`src/xcfg_params.svh`:
```
`ifndef XCFG_PARAMS_SVH
`define XCFG_PARAMS_SVH

// Register indices
`define XCFG_ADDR_ROUTE 8'h00
`define XCFG_ADDR_EMPH 8'h01
`define XCFG_ADDR_EQ 8'h02
`define XCFG_ADDR_CTRL 8'h03
`define XCFG_ADDR_STATUS 8'h04

// Reset values
`define XCFG_RST_ROUTE 8'h00
`define XCFG_RST_EMPH 8'h00
`define XCFG_RST_EQ 8'h00
`define XCFG_RST_CTRL 8'h0f

// Control register fields
`define XCFG_CTRL_KEEP_LSB 0
`define XCFG_CTRL_EQ_OVR 4
`define XCFG_CTRL_EMPH_OVR 5
`define XCFG_CTRL_MON_EN 6
`define XCFG_CTRL_SOFT_ON 7

// Pin-mode levels
`define XCFG_PIN_EMPH_ON 2'h2
`define XCFG_PIN_EQ_ON 2'h1

`endif

```
`src/xcfg_pkg.sv`:
```
package xcfg_pkg;
	typedef enum logic [1:0] {
		XCFG_LVL_OFF,
		XCFG_LVL_LOW,
		XCFG_LVL_MEDIUM,
		XCFG_LVL_HIGH
	} xcfg_level_type;

	typedef logic [1:0] xcfg_sel_type;
	typedef logic [7:0] xcfg_byte_type;
endpackage

```
`src/xcfg_crosspoint_regs.sv`:
```
`timescale 1ns/1ps
`include "xcfg_params.svh"
// Summary of operation
// - Five byte registers at indices 0..4; 0..3 read-write, 4 read-only.
// - Index 0 holds four 2-bit routing fields, one per output, reset 00.
// - Routing code n connects input n to that output.
// - Inputs unused by routing are powered down automatically; outputs never are.
// - Index 1 holds 2-bit emphasis field per output, reset 00.
// - Emphasis code decodes Off, Low, Medium, High.
// - Index 2 holds 2-bit equalizer field per input, reset 00.
// - Equalizer code decodes Off, Low, Medium, High.
// - Control bits 3:0 keep outputs on, reset 1111; zero powers output down.
// - Control bit 4 takes equalizer levels from register, not pins.
// - Control bit 5 takes emphasis levels from register, not pins.
// - Control bit 6 enables input monitors and receivers on all inputs.
// - With monitors enabled, auto shutdown never disables any input.
// - Control bit 7 is soft power on, reset 0; zero requests power down.
// - Device powered when power pin or soft power bit is high.
// - Index 4 reports input dropout; writes change nothing.
// - Without override, emphasis pin gives Off or Medium.
// - Without override, equalizer pin gives Off or Low.
// - Status bits 3:0 read 1 for valid signal, 0 for open input.
// - Output on if powered and kept on; input on if powered and routed, or monitored.
module xcfg_crosspoint_regs (
	// Clock and reset
	input wire logic core_clk,
	input wire logic reset_n,
	// Register access from the bus slave engine
	input wire logic reg_wr_stb,
	input wire logic reg_rd_stb,
	input wire xcfg_pkg::xcfg_byte_type reg_addr,
	input wire xcfg_pkg::xcfg_byte_type reg_wr_data,
	output xcfg_pkg::xcfg_byte_type reg_rd_data,
	// Device pins
	input wire logic power_pin_on,
	input wire logic [3:0] emphasis_sel_pin,
	input wire logic [3:0] eq_sel_pin,
	input wire logic [3:0] input_signal_valid,
	// Analog controls
	output logic device_powered,
	output logic [3:0] output_enable,
	output logic [3:0] input_enable,
	output logic input_monitor_on,
	output xcfg_pkg::xcfg_sel_type out_source [4],
	output xcfg_pkg::xcfg_level_type tx_emphasis [4],
	output xcfg_pkg::xcfg_level_type rx_equalizer [4]
);
	import xcfg_pkg::*;

	xcfg_byte_type route_select_reg;
	xcfg_byte_type tx_emphasis_level_reg;
	xcfg_byte_type rx_equalizer_level_reg;
	xcfg_byte_type power_and_override_control_reg;
	xcfg_byte_type reg_rd_data_reg;
	xcfg_byte_type reg_rd_data_next;
	logic [3:0] emph_sync1_reg, emph_sync2_reg, emph_sync3_reg, emph_reg;
	logic [3:0] eq_sync1_reg, eq_sync2_reg, eq_sync3_reg, eq_reg;
	logic [3:0] los_sync1_reg, los_sync2_reg, los_sync3_reg, los_reg;
	logic pwr_sync1_reg, pwr_sync2_reg, pwr_sync3_reg, pwr_reg;

	// Two-bit field n of a byte
	function automatic logic [1:0] field_of(input logic [7:0] b, input int n);
		field_of = b[2*n +: 2];
	endfunction

	// Accept pin change only once stages two and three agree
	function automatic logic [3:0] filt(input logic [3:0] s2, input logic [3:0] s3,
		input logic [3:0] cur);
		filt = (s2 == s3) ? s3 : cur;
	endfunction

	wire wr_route = reg_wr_stb && reg_addr == `XCFG_ADDR_ROUTE;
	wire wr_emph = reg_wr_stb && reg_addr == `XCFG_ADDR_EMPH;
	wire wr_eq = reg_wr_stb && reg_addr == `XCFG_ADDR_EQ;
	wire wr_ctrl = reg_wr_stb && reg_addr == `XCFG_ADDR_CTRL;

	wire [3:0] keep_on = power_and_override_control_reg[`XCFG_CTRL_KEEP_LSB +: 4];
	wire eq_pin_override = power_and_override_control_reg[`XCFG_CTRL_EQ_OVR];
	wire emphasis_pin_override = power_and_override_control_reg[`XCFG_CTRL_EMPH_OVR];
	wire input_monitor_enable = power_and_override_control_reg[`XCFG_CTRL_MON_EN];
	wire soft_power_on = power_and_override_control_reg[`XCFG_CTRL_SOFT_ON];

	wire powered_now = pwr_reg | soft_power_on;

	// Inputs that some output draws from
	logic [3:0] input_used;
	always_comb begin
		input_used = 4'h0;
		for (int n = 0; n < 4; n++) begin
			input_used[field_of(route_select_reg, n)] = 1'b1;
		end
	end

	// Every output carries a source, so routing alone never frees an output
	wire [3:0] auto_unused_shutdown_out = 4'h0;

	always_comb begin
		for (int n = 0; n < 4; n++) begin
			out_source[n] = xcfg_sel_type'(field_of(route_select_reg, n));
			tx_emphasis[n] = emphasis_pin_override ?
				xcfg_level_type'(field_of(tx_emphasis_level_reg, n)) :
				(emph_reg[n] ? xcfg_level_type'(`XCFG_PIN_EMPH_ON) : XCFG_LVL_OFF);
			rx_equalizer[n] = eq_pin_override ?
				xcfg_level_type'(field_of(rx_equalizer_level_reg, n)) :
				(eq_reg[n] ? xcfg_level_type'(`XCFG_PIN_EQ_ON) : XCFG_LVL_OFF);
		end
	end

	// Output gating follows power mode and keep-on bit; routing never gates it
	assign output_enable = powered_now ? (~auto_unused_shutdown_out & keep_on) : 4'h0;
	// Monitoring keeps receivers up even in power down
	assign input_enable = input_monitor_enable ? 4'hf :
		(powered_now ? input_used : 4'h0);
	assign input_monitor_on = input_monitor_enable;
	assign device_powered = powered_now;

	// Read mux; reserved status bits read zero
	always_comb begin
		case (reg_addr)
			`XCFG_ADDR_ROUTE: reg_rd_data_next = route_select_reg;
			`XCFG_ADDR_EMPH: reg_rd_data_next = tx_emphasis_level_reg;
			`XCFG_ADDR_EQ: reg_rd_data_next = rx_equalizer_level_reg;
			`XCFG_ADDR_CTRL: reg_rd_data_next = power_and_override_control_reg;
			`XCFG_ADDR_STATUS: reg_rd_data_next = {4'h0, los_reg};
			default: reg_rd_data_next = 8'h00;
		endcase
	end
	assign reg_rd_data = reg_rd_data_reg;

	always_ff @(posedge core_clk or negedge reset_n) begin
		if (!reset_n) begin
			route_select_reg <= `XCFG_RST_ROUTE;
			tx_emphasis_level_reg <= `XCFG_RST_EMPH;
			rx_equalizer_level_reg <= `XCFG_RST_EQ;
			power_and_override_control_reg <= `XCFG_RST_CTRL;
		end else begin
			// Status and unmapped indices have no write path
			if (wr_route) route_select_reg <= reg_wr_data;
			if (wr_emph) tx_emphasis_level_reg <= reg_wr_data;
			if (wr_eq) rx_equalizer_level_reg <= reg_wr_data;
			if (wr_ctrl) power_and_override_control_reg <= reg_wr_data;
		end
	end

	always_ff @(posedge core_clk or negedge reset_n) begin
		if (!reset_n) begin
			reg_rd_data_reg <= 8'h00;
		end else if (reg_rd_stb) begin
			reg_rd_data_reg <= reg_rd_data_next;
		end
	end

	// Pin synchronisers
	always_ff @(posedge core_clk or negedge reset_n) begin
		if (!reset_n) begin
			emph_sync1_reg <= 4'h0;
			emph_sync2_reg <= 4'h0;
			emph_sync3_reg <= 4'h0;
			eq_sync1_reg <= 4'h0;
			eq_sync2_reg <= 4'h0;
			eq_sync3_reg <= 4'h0;
			los_sync1_reg <= 4'h0;
			los_sync2_reg <= 4'h0;
			los_sync3_reg <= 4'h0;
			pwr_sync1_reg <= 1'b0;
			pwr_sync2_reg <= 1'b0;
			pwr_sync3_reg <= 1'b0;
		end else begin
			emph_sync1_reg <= emphasis_sel_pin;
			emph_sync2_reg <= emph_sync1_reg;
			emph_sync3_reg <= emph_sync2_reg;
			eq_sync1_reg <= eq_sel_pin;
			eq_sync2_reg <= eq_sync1_reg;
			eq_sync3_reg <= eq_sync2_reg;
			los_sync1_reg <= input_signal_valid;
			los_sync2_reg <= los_sync1_reg;
			los_sync3_reg <= los_sync2_reg;
			pwr_sync1_reg <= power_pin_on;
			pwr_sync2_reg <= pwr_sync1_reg;
			pwr_sync3_reg <= pwr_sync2_reg;
		end
	end

	always_ff @(posedge core_clk or negedge reset_n) begin
		if (!reset_n) begin
			emph_reg <= 4'h0;
			eq_reg <= 4'h0;
			los_reg <= 4'h0;
			pwr_reg <= 1'b0;
		end else begin
			emph_reg <= filt(emph_sync2_reg, emph_sync3_reg, emph_reg);
			eq_reg <= filt(eq_sync2_reg, eq_sync3_reg, eq_reg);
			los_reg <= filt(los_sync2_reg, los_sync3_reg, los_reg);
			pwr_reg <= (pwr_sync2_reg == pwr_sync3_reg) ? pwr_sync3_reg : pwr_reg;
		end
	end

endmodule

```
`config.mk`:
```
export PLATFORM = sky130hd
export DESIGN_NAME = xcfg_crosspoint_regs
export DESIGN_NICKNAME = d
export VERILOG_FILES = /design/src/xcfg_pkg.sv /design/src/xcfg_crosspoint_regs.sv
export VERILOG_INCLUDE_DIRS = /design/src
export SDC_FILE = /design/constraint.sdc
export NUM_CORES = 1
export LEC_CHECK = 0
export BUFFER_PORTS_ARGS = -buffer_cell sky130_fd_sc_hd__buf_2
export CAP_MARGIN = 25
export CORE_ASPECT_RATIO = 1.2
export CORE_MARGIN = 1
export CORE_UTILIZATION = 35
export DETAILED_ROUTE_END_ITERATION = 12
export PLACE_DENSITY = 0.67
export SKIP_CTS_REPAIR_TIMING = 1
export SLEW_MARGIN = 5
export SYNTH_ARGS = -nofsm -noshare
export SYNTH_HDL_FRONTEND = slang
export SYNTH_SLANG_ARGS = --single-unit
export TNS_END_PERCENT = 100
```
`constraint.sdc`:
```
create_clock -name core_clk -period 2.27 [get_ports core_clk]
set_clock_uncertainty 0.1 [all_clocks]
set_input_delay 0.227 -clock core_clk [delete_from_list [all_inputs] [get_ports core_clk]]
set_output_delay 0.227 -clock core_clk [all_outputs]
set_load 0.02 [all_outputs]
```
==> metrics.yaml, run 1 <==
status:
  run_status: "finished clean"
setup_path:
  timing.critical_path.required_ns: 1.94
  crit-reg2reg-launch: "eq_sync3_reg[1]$_DFF_PN0_"
  critical-path-max-stage-delay_ns: 0.45
  critical_path_class: "reg2out"
  rrSetupSlack_ns: 0.74
  setup.worst_path.start_class: "flop"
  r2r.worst_path.cells: 4
  critPathMaxFanout: 7
  regToRegEndpoint: "eq_reg[0]$_DFFE_PN0N_"
  endpoint_kind: "primary output"
  slowest_stage: "dfrtp_1"
  path_cells: "nor2b_1 > a2111o_1 > a21o_1 > buf_2"
  worst_ep_arrival_time_ns: 1.67
power:
  total_power_w: 0.00397
  peakVddDrop_uv: 374
  leakage_nw: 2.28
  p_per_area_nw_per_um2: 836
timing:
  setup_tns_ns: 0
  timing.final.setup_violations: 0
  unrepaired_setup_endpoints_after_global_routing: "no"
  worstMarginPinSlew_ns: 0.680
  final_max_slew_viol_count: 0
  hold_slack_ns: 0.0848
  timing.final.crit_share_pct: 87.9
  final_hold_viols: 0
  max_freq_mhz: 501
  period_needed_ns: 1.99
  max-slew-margin-rel_pct: 54.2
place:
  place.detailed.instances: 457
  dp_hpwl_mm: 5.72
  io_buffer_count: 74
  gp_congestion: 0.757
detailed_routing:
  route.detailed.vias_per_inst: 4.90
  vias: 2391
  met2WireLength_mm: 3.83
  drt_pass1_iterations: 4
  drt-wirelength-per-cell_um: 16.0
  topmost_layer_with_routed_signal_wires: "met4"
  finalWirelength_mm: 7.81
  drt_drc: 0
  met1_length_mm: 3.45
  ant_nets: 0
  met3RoutedLength_um: 411
  dr.first_iter.drc_count: 94
floorplanning:
  boundaryPins: 75
  die_area_um2: 11200
  die_height_um: 116
  die_x_um: 96.6
  placeableCoreArea_um2: 10500
  floorplan.initialDensity_pct: 35.9
  rows: 41
finish:
  area_growth_pct: 26.3
  fillerInstances: 964
  final_cell_count_no_fill: 488
  final_net_count: 386
  multi_input_area_um2: 1370
  post_route_cells_drive_above_1_share_pct: 46.1
  layout.area.seq_um2: 2310
synthesis:
  yosysSeqAreaShare_pct: 61.3
  synth_area_leader_cell: "dfrtp_1"
  synth_top_cells_by_area: "dfrtp_1, mux2_2, dfstp_2"
  synth_edf_count: 0
  post_synth_net_total: 290
  netlist_instances: 257
  avgSynthCellArea_um2: 14.6
  compound_cell_area_share_of_the_yosys_netlist_pct: 4.76
  ys_async_sr_fraction_pct: 100
  netlist_top_cells_count: "dfrtp_1, mux2_2, inv_1, nor2b_1"
  synth_area_um2: 3760
  synth-simple-area-share_pct: 8.42
  synth-adder-area-share_pct: 0.266
  synth.top_cell.area_share_pct: 58.5
  synth-xor-area-share_pct: 2.79
  synthMuxAreaShare_pct: 20.1
  yosys.cell_count.top_type: "dfrtp_1"
  ys_types: 38
  ys.warnings.count: 0
  ys_ff_latch: 92
  synth_top_family_by_area: "multiplexers"
  yosys_most_used_dff: "dfrtp_1"
worst_hold_path:
  min_delay_worst_endpoint: "route_select_reg[0]$_DFFE_PN0P_"
  worst_hold_path.num_cells: 2
  hold_start: "reg_wr_data[0]"
  hold_path_class: "in2reg"
global_route:
  antenna_found_initial: 0
  grtUsageTotal_pct: 14.4
  first_pass_grt_wire_length_mm: 12.3
  grt_overflow: 0
  grt_max_degree: 69
  first_global_vias: 2373
clock_tree:
  clk_pin_slew_worst_paths_ns: 0.06
  cts-root-to-sink-buffers: 2
  htree_levels: 3
  tritoncts_num_sinks: 92
  cts_tree: "built"
  cts-root-buf: "clkbuf_16"
  cts_buffers: 9
  latest_clock_arrival_within_the_worst_skew_pair_ns: 0.34
job:
  max_cap_violations: 0
[worst max path at each step]
stage / startpoint / to / slack, ns / depth (start not counted)
3_5_place_dp: reg_addr[2] / tx_emphasis_level_reg[4]$_DFFE_PN0P_ / 0.49 / 4
6_report: route_select_reg[1]$_DFFE_PN0P_ / input_enable[2] / 0.28 / 4
3_3_place_gp: reg_addr[2] / rx_equalizer_level_reg[7]$_DFFE_PN0P_ / 0.52 / 4
5_1_grt: route_select_reg[1]$_DFFE_PN0P_ / input_enable[2] / 0.22 / 4
4_1_cts: route_select_reg[1]$_DFFE_PN0P_ / input_enable[2] / 0.26 / 4
2_1_floorplan: eq_sync3_reg[1]$_DFF_PN0_ / eq_reg[0]$_DFFE_PN0N_ / 0.59 / 3
[placed cells by master, fill, tap and decap left out, drive strengths merged, types with 2 or more instances in the layout]
cell / Yosys / layout
a21o: 2 / 2
a22oi: 3 / 3
and2: 8 / 8
buf: 4 / 77
clkbuf: 2 / 10
clkinv: 0 / 2
dfrtp: 88 / 88
dfstp: 4 / 4
dlygate4sd3: 0 / 14
inv: 15 / 17
mux2: 59 / 59
mux4: 4 / 4
nand2b: 3 / 3
nand3: 2 / 2
nand4: 8 / 8
nor2: 4 / 4
nor2b: 11 / 11
nor4: 3 / 3
nor4bb: 2 / 2
o21bai: 2 / 2
o221ai: 4 / 4
o22ai: 6 / 6
xnor2: 8 / 8
xor2: 4 / 4
[per-stage QoR]
stage / worst slack (ns) / util, % / instance area, µm²
final: 0.275 / 45.4 / 4750
after CTS: 0.261 / 44.0 / 4610
after global placement: 0.521 / 41.1 / 4300
after global routing: 0.221 / 45.4 / 4750
after detailed placement: 0.487 / 41.1 / 4300
after floorplan: 0.590 / - / 3760
[power breakdown]
group | total [W] | leakage [nW] | switching, W | internal (W)
combinational | 0.000566 | 0.981 | 0.000287 | 0.000280
clock | 0.00152 | 0.151 | 0.000622 | 0.000894
sequential | 0.00189 | 1.15 | 0.0000993 | 0.00179
total | 0.00397 | 2.28 | 0.00101 | 0.00297
[per-layer routing]
layer | vias to the layer above | global-route usage [%]
met2 | 69 | 23.4
met5 | - | 0
met3 | 12 | 4.52
met1 | 1188 | 17.7
met4 | 0 | 6.57
li1 | 1122 | -
[worst max-delay path: cells and delay by family (launching register included)]
| family | cells | cell delay, ns |
|---|---|---|
| AO/OA/AOI/OAI | 2 | 0.57 |
| flip-flops | 1 | 0.45 |
| buffers and inverters | 1 | 0.15 |
| AND/OR/NAND/NOR | 1 | 0.17 |
[final cells by class]
class / instances / area share [%]
sequential: 92 / 48.6
multi-input combinational: 144 / 28.7
timing repair buffer: 91 / 11.5
clock buffer: 10 / 5.03
tap: 129 / 3.40
clock inverter: 6 / 1.50
inverter: 15 / 1.19
antenna: 1 / 0.0527
[logic make-up (layout without fill, tap and decap cells)]
family | count (synthesis) | in the layout
compound gates | 23 | 23
xor+xnor | 12 | 12
fa+ha+maj | 1 | 1
buf+inv | 21 | 122
flops | 92 | 92
mux | 63 | 63
other cells | 0 | 1
simple gates | 45 | 45
(Power assumes the default switching activity.)
==> run 2, diff against run 1 <==
==> constraint.sdc (replaced) <==
create_clock -name core_clk -period 1.85 [get_ports core_clk]
set_clock_uncertainty 0.1 [all_clocks]
set_input_delay 0.185 -clock core_clk [delete_from_list [all_inputs] [get_ports core_clk]]
set_output_delay 0.185 -clock core_clk [all_outputs]
set_load 0.02 [all_outputs]
==> run 2 against run 1 <==
Net effect:
- critical path depth rose by 1
- sequential power is 22% higher
- clock power up 19%
- first-iteration DRC count down 29%
- count of clock-buffer cells in the layout did not move
- largest cell class unchanged
- highest routed layer unchanged
==> metrics.yaml, run 2 (synthesized netlist as in run 1, its figures left out) <==
status:
  run_status: "finished clean"
setup_path:
  timing.critical_path.required_ns: 1.56
  critPathMaxFanout: 6
  cp.buffers_inverters: 2
  worst_path_dominant_cell_family: "compound AO/OA/AOI/OAI gates"
  setup.worst_path.start_class: "flop"
  worst_ep_arrival_time_ns: 1.51
  path_cells: "buf_4 > a22o_1 > a221oi_1 > o21bai_1 > buf_2"
  endpoint_kind: "primary output"
  critical_path_class: "reg2out"
  slowest_stage: "dfrtp_1"
  critical-path-max-stage-delay_ns: 0.37
place:
  placed_cell_area_um2: 4370
  io_buffer_count: 74
  gp_congestion: 0.790
  pre_cts_ws_ns: 0.103
  dp_hpwl_mm: 5.81
finish:
  post_route_cells_drive_above_1_share_pct: 48.4
  multi_input_area_um2: 1370
  commonest_non_fill_non_tap_cell_in_the_layout: "dfrtp_1"
  final_design_area_no_fill_um2: 4840
  final_net_count: 399
  area_growth_pct: 28.8
  utilization_of_the_core_after_routing_pct: 46.3
  num_antenna_cells: 0
  layout.area.seq_um2: 2310
  layout.cells.most_common_list: "dfrtp_1, buf_2, mux2_2"
  fillerInstances: 960
timing:
  final_hold_viols: 0
  final_max_slew_viol_count: 0
  timing.final.crit_share_pct: 97.3
  worstMarginPinSlew_ns: 0.466
  timing.final.setup_violations: 0
  setup_tns_ns: 0
  unrepaired_setup_endpoints_after_global_routing: "no"
  layout_setup_ws_ns: 0.0507
  max-slew-margin-rel_pct: 68.7
  max_freq_mhz: 556
  period_needed_ns: 1.80
detailed_routing:
  met1_length_mm: 3.57
  drt-wirelength-per-cell_um: 15.7
  finalWirelength_mm: 7.85
  met3RoutedLength_um: 306
  met2WireLength_mm: 3.85
  ant_nets: 0
  vias: 2407
  topmost_layer_with_routed_signal_wires: "met4"
  drt_drc: 0
  drt_pass1_iterations: 4
  route.detailed.vias_per_inst: 4.82
  dr.first_iter.drc_count: 67
clock_tree:
  clk_pin_slew_worst_paths_ns: 0.06
  tritoncts_num_sinks: 92
  cts-root-buf: "clkbuf_16"
  cts_tree: "built"
  latest_clock_arrival_within_the_worst_skew_pair_ns: 0.33
  cts-root-to-sink-buffers: 2
  htree_levels: 3
  cts_buffers: 9
floorplanning:
  die_height_um: 116
  die_area_um2: 11200
  placeableCoreArea_um2: 10500
  floorplan.initialDensity_pct: 35.9
  die_x_um: 96.6
  boundaryPins: 75
  rows: 41
global_route:
  grtUsageTotal_pct: 14.8
  grt_overflow: 0
  grt_max_degree: 37
  first_pass_grt_wire_length_mm: 12.6
  first_global_vias: 2364
  antenna_found_initial: 0
worst_hold_path:
  hold_path_class: "in2reg"
power:
  peakVddDrop_uv: 520
  total_power_w: 0.00485
  p_per_area_nw_per_um2: 1000
  leakage_nw: 2.34
job:
  max_cap_violations: 0
## run 2: worst register-to-register path, delay by kind of cell, from the launching register on
kind / cells / cell delay, ns
DFF: 1 / 0.39
and+or+nand+nor: 1 / 0.27
xor gates and xnor gates: 1 / 0.17
buffers and inverters: 1 / 0.18
muxes: 1 / 0.33
## run 2: final timing paths
check	start	depth (start not counted)	endpoint	slack, ns
worst max-delay path	route_select_reg[1]$_DFFE_PN0P_	5	input_enable[3]	0.05
worst min-delay path	reg_wr_data[6]	2	power_and_override_control_reg[6]$_DFFE_PN0P_	0.04
worst max register to register	eq_sync3_reg[1]$_DFF_PN0_	4	eq_reg[0]$_DFFE_PN0N_	0.30
worst min register to register	emph_sync1_reg[0]$_DFF_PN0_	0	emph_sync2_reg[0]$_DFF_PN0_	0.25
max in group asynchronous	reset_n	3	power_and_override_control_reg[1]$_DFFE_PN1P_	0.77
min in group asynchronous	reset_n	2	pwr_sync1_reg$_DFF_PN0_	0.26
## run 2: layout make-up
cell class	count	area share [%]
Clock buffer	10	4.93
Timing Repair Buffer	104	13.5
Inverter	15	1.16
Multi-Input combinational cell	144	28.2
Clock inverter	5	1.24
Tap cell	129	3.33
Sequential cell	92	47.7
## run 2: where the power goes
part           leakage (nW)  internal, W  switching, W  total [W]
clock network         0.145      0.00108      0.000726    0.00181
registers              1.15      0.00220      0.000109    0.00231
logic                  1.05     0.000364      0.000369   0.000733
total                  2.34      0.00365       0.00120    0.00485
## run 2: through the flow
stage	hold WS, ns	instances
after floorplan	-0.211	257
after global placement	0.0761	466
after detailed placement	0.0817	466
after CTS	-0.279	481
after global routing	0.0347	499
final	0.0412	499
## run 2: per-layer routing
metal	vias to the layer above	GRT usage (%)
met5	-	0
met4	0	7.26
met3	8	3.56
met2	61	23.8
met1	1190	19.0
li1	1148	-
==> run 3, diff against run 2 <==
--- a/config.mk
+++ b/config.mk
@@ -8,7 +8,7 @@
 export LEC_CHECK = 0
 export BUFFER_PORTS_ARGS = -buffer_cell sky130_fd_sc_hd__buf_2
 export CAP_MARGIN = 25
-export CORE_ASPECT_RATIO = 1.2
+export CORE_ASPECT_RATIO = 1.1
 export CORE_MARGIN = 1
 export CORE_UTILIZATION = 35
 export DETAILED_ROUTE_END_ITERATION = 12
==> run 3 against run 2 <==
Net effect:
- highest routed layer unchanged
- final area up 1.1%
- the run now ends with setup timing left
- flip-flop and latch count unchanged
- clock power is 3% higher
- die area hardly changed
- routed wire length did not move
- sequential power is essentially flat
- first-iteration DRC count up 15%
- count of clock-buffer cells in the layout grew 1
- total power increased by 1.2%
==> metrics.yaml, run 3 (synthesized netlist as in run 1, its figures left out) <==
detailed_routing:
  drt-wirelength-per-cell_um: 15.3
  drt_drc: 0
  finalWirelength_mm: 7.85
  drt_pass1_iterations: 4
  dr.first_iter.drc_count: 77
  route.detailed.vias_per_inst: 4.77
  ant_nets: 0
  vias: 2449
clock_tree:
  latest_clock_arrival_within_the_worst_skew_pair_ns: 0.34
  cts-root-buf: "clkbuf_16"
  cts-root-to-sink-buffers: 2
  cts_buffers: 9
  htree_levels: 3
  tritoncts_num_sinks: 92
  clk_pin_slew_worst_paths_ns: 0.07
  cts_tree: "built"
finish:
  num_antenna_cells: 0
  post_route_cells_drive_above_1_share_pct: 49.7
  final_design_area_no_fill_um2: 4890
  layout.area.seq_um2: 2310
  utilization_of_the_core_after_routing_pct: 46.9
  final_cell_count_no_fill: 513
  area_growth_pct: 30.1
  multi_input_area_um2: 1390
  final_net_count: 398
  commonest_non_fill_non_tap_cell_in_the_layout: "dfrtp_1"
  layout.cells.most_common_list: "dfrtp_1, buf_2, mux2_2"
  fillerInstances: 964
setup_path:
  rrSetupSlack_ns: 0.31
  worst_ep_arrival_time_ns: 1.58
  setup.worst_path.start_class: "flop"
  regToRegEndpoint: "eq_reg[2]$_DFFE_PN0N_"
  path_cells: "nor2b_4 > a2111o_1 > a21o_1 > buf_6"
  critical_path_class: "reg2out"
  critPathMaxFanout: 5
  critical-path-max-stage-delay_ns: 0.44
  timing.critical_path.required_ns: 1.56
  r2r.worst_path.cells: 4
  crit-reg2reg-launch: "eq_sync3_reg[1]$_DFF_PN0_"
  endpoint_kind: "primary output"
  slowest_stage: "dfrtp_2"
floorplanning:
  floorplan.initialDensity_pct: 36.0
  die_x_um: 101
  placeableCoreArea_um2: 10400
  die_height_um: 111
  rows: 39
  die_area_um2: 11200
  boundaryPins: 75
power:
  p_per_area_nw_per_um2: 1000
  peakVddDrop_uv: 417
  leakage_nw: 2.34
global_route:
  grt_max_degree: 34
  grt_overflow: 0
  first_pass_grt_wire_length_mm: 12.6
  antenna_found_initial: 0
  grtUsageTotal_pct: 15.3
  first_global_vias: 2399
timing:
  layout_setup_ws_ns: -0.0178
  period_needed_ns: 1.87
  max_freq_mhz: 535
  final_hold_viols: 0
  timing.final.crit_share_pct: 101
  worstMarginPinSlew_ns: 0.443
  max-slew-margin-rel_pct: 70.5
  unrepaired_setup_endpoints_after_global_routing: "yes"
  timing.final.setup_violations: 1
  setup_tns_ns: -0.0178
  final_max_slew_viol_count: 0
worst_hold_path:
  hold_start: "reg_wr_data[1]"
  hold_path_class: "in2reg"
  min_delay_worst_endpoint: "tx_emphasis_level_reg[1]$_DFFE_PN0P_"
  worst_hold_path.num_cells: 2
job:
  max_cap_violations: 0
place:
  gp_congestion: 0.773
  io_buffer_count: 74
  placed_cell_area_um2: 4370
  place.detailed.instances: 478
  dp_hpwl_mm: 5.74
status:
  run_status: "finished, violations left"
  violations: "setup timing"
## run 3: cell types whose count changed in the layout (fill, tap and decap cells not counted), sizes merged
cell,before,now
buf,90,89
inv,17,18
clkinvlp,1,0
clkbuf,10,11
## run 3: per-stage QoR
step | total power [W] | hold WS (ns) | setup WS, ns
final | 0.00491 | 0.0346 | -0.0178
after global placement | 0.00304 | 0.0623 | 0.117
after detailed placement | 0.00306 | 0.0644 | 0.0577
after floorplan | 0.00276 | -0.211 | 0.170
after CTS | 0.00493 | -0.303 | -0.104
after global routing | 0.00515 | 0.0343 | -0.0695
## run 3: worst max-delay path: cells and delay by family (launching register included)
kind                   cells  cell delay (ns)
flip-flops                 1             0.44
buffers and inverters      1             0.13
AO/OA/AOI/OAI              2             0.55
AND/OR/NAND/NOR            1             0.13
## run 3: layout make-up
class	count	area share [%]
clock buffer	11	4.96
inverter	15	1.15
clock inverter	5	1.33
sequential	92	47.2
multi-input combinational	144	28.4
tap	143	3.66
timing repair buffer	103	13.3
## run 3: where the power goes
part           internal [W]  switching, W
Sequential          0.00220      0.000118
Clock               0.00110      0.000758
Combinational      0.000366      0.000365
Total               0.00367       0.00124
## run 3: worst max path at each step
stage | to | slack [ns] | depth (start not counted) | startpoint
detailed placement | rx_equalizer_level_reg[1]$_DFFE_PN0P_ | 0.06 | 4 | reg_addr[2]
floorplan | eq_reg[0]$_DFFE_PN0N_ | 0.17 | 3 | eq_sync3_reg[1]$_DFF_PN0_
global placement | rx_equalizer_level_reg[6]$_DFFE_PN0P_ | 0.12 | 4 | reg_addr[2]
finish | input_enable[2] | -0.02 | 4 | route_select_reg[5]$_DFFE_PN0P_
CTS | input_enable[2] | -0.10 | 4 | pwr_reg$_DFFE_PN0N_
global route | input_enable[2] | -0.07 | 4 | route_select_reg[5]$_DFFE_PN0P_
## run 3: per-layer routing
layer	vias up	global-route usage, %	wire (µm)
met4	0	6.38	128
met5	-	0	0
met1	1220	20.3	3520
li1	1145	-	-
met2	75	24.0	3870
met3	9	3.59	329
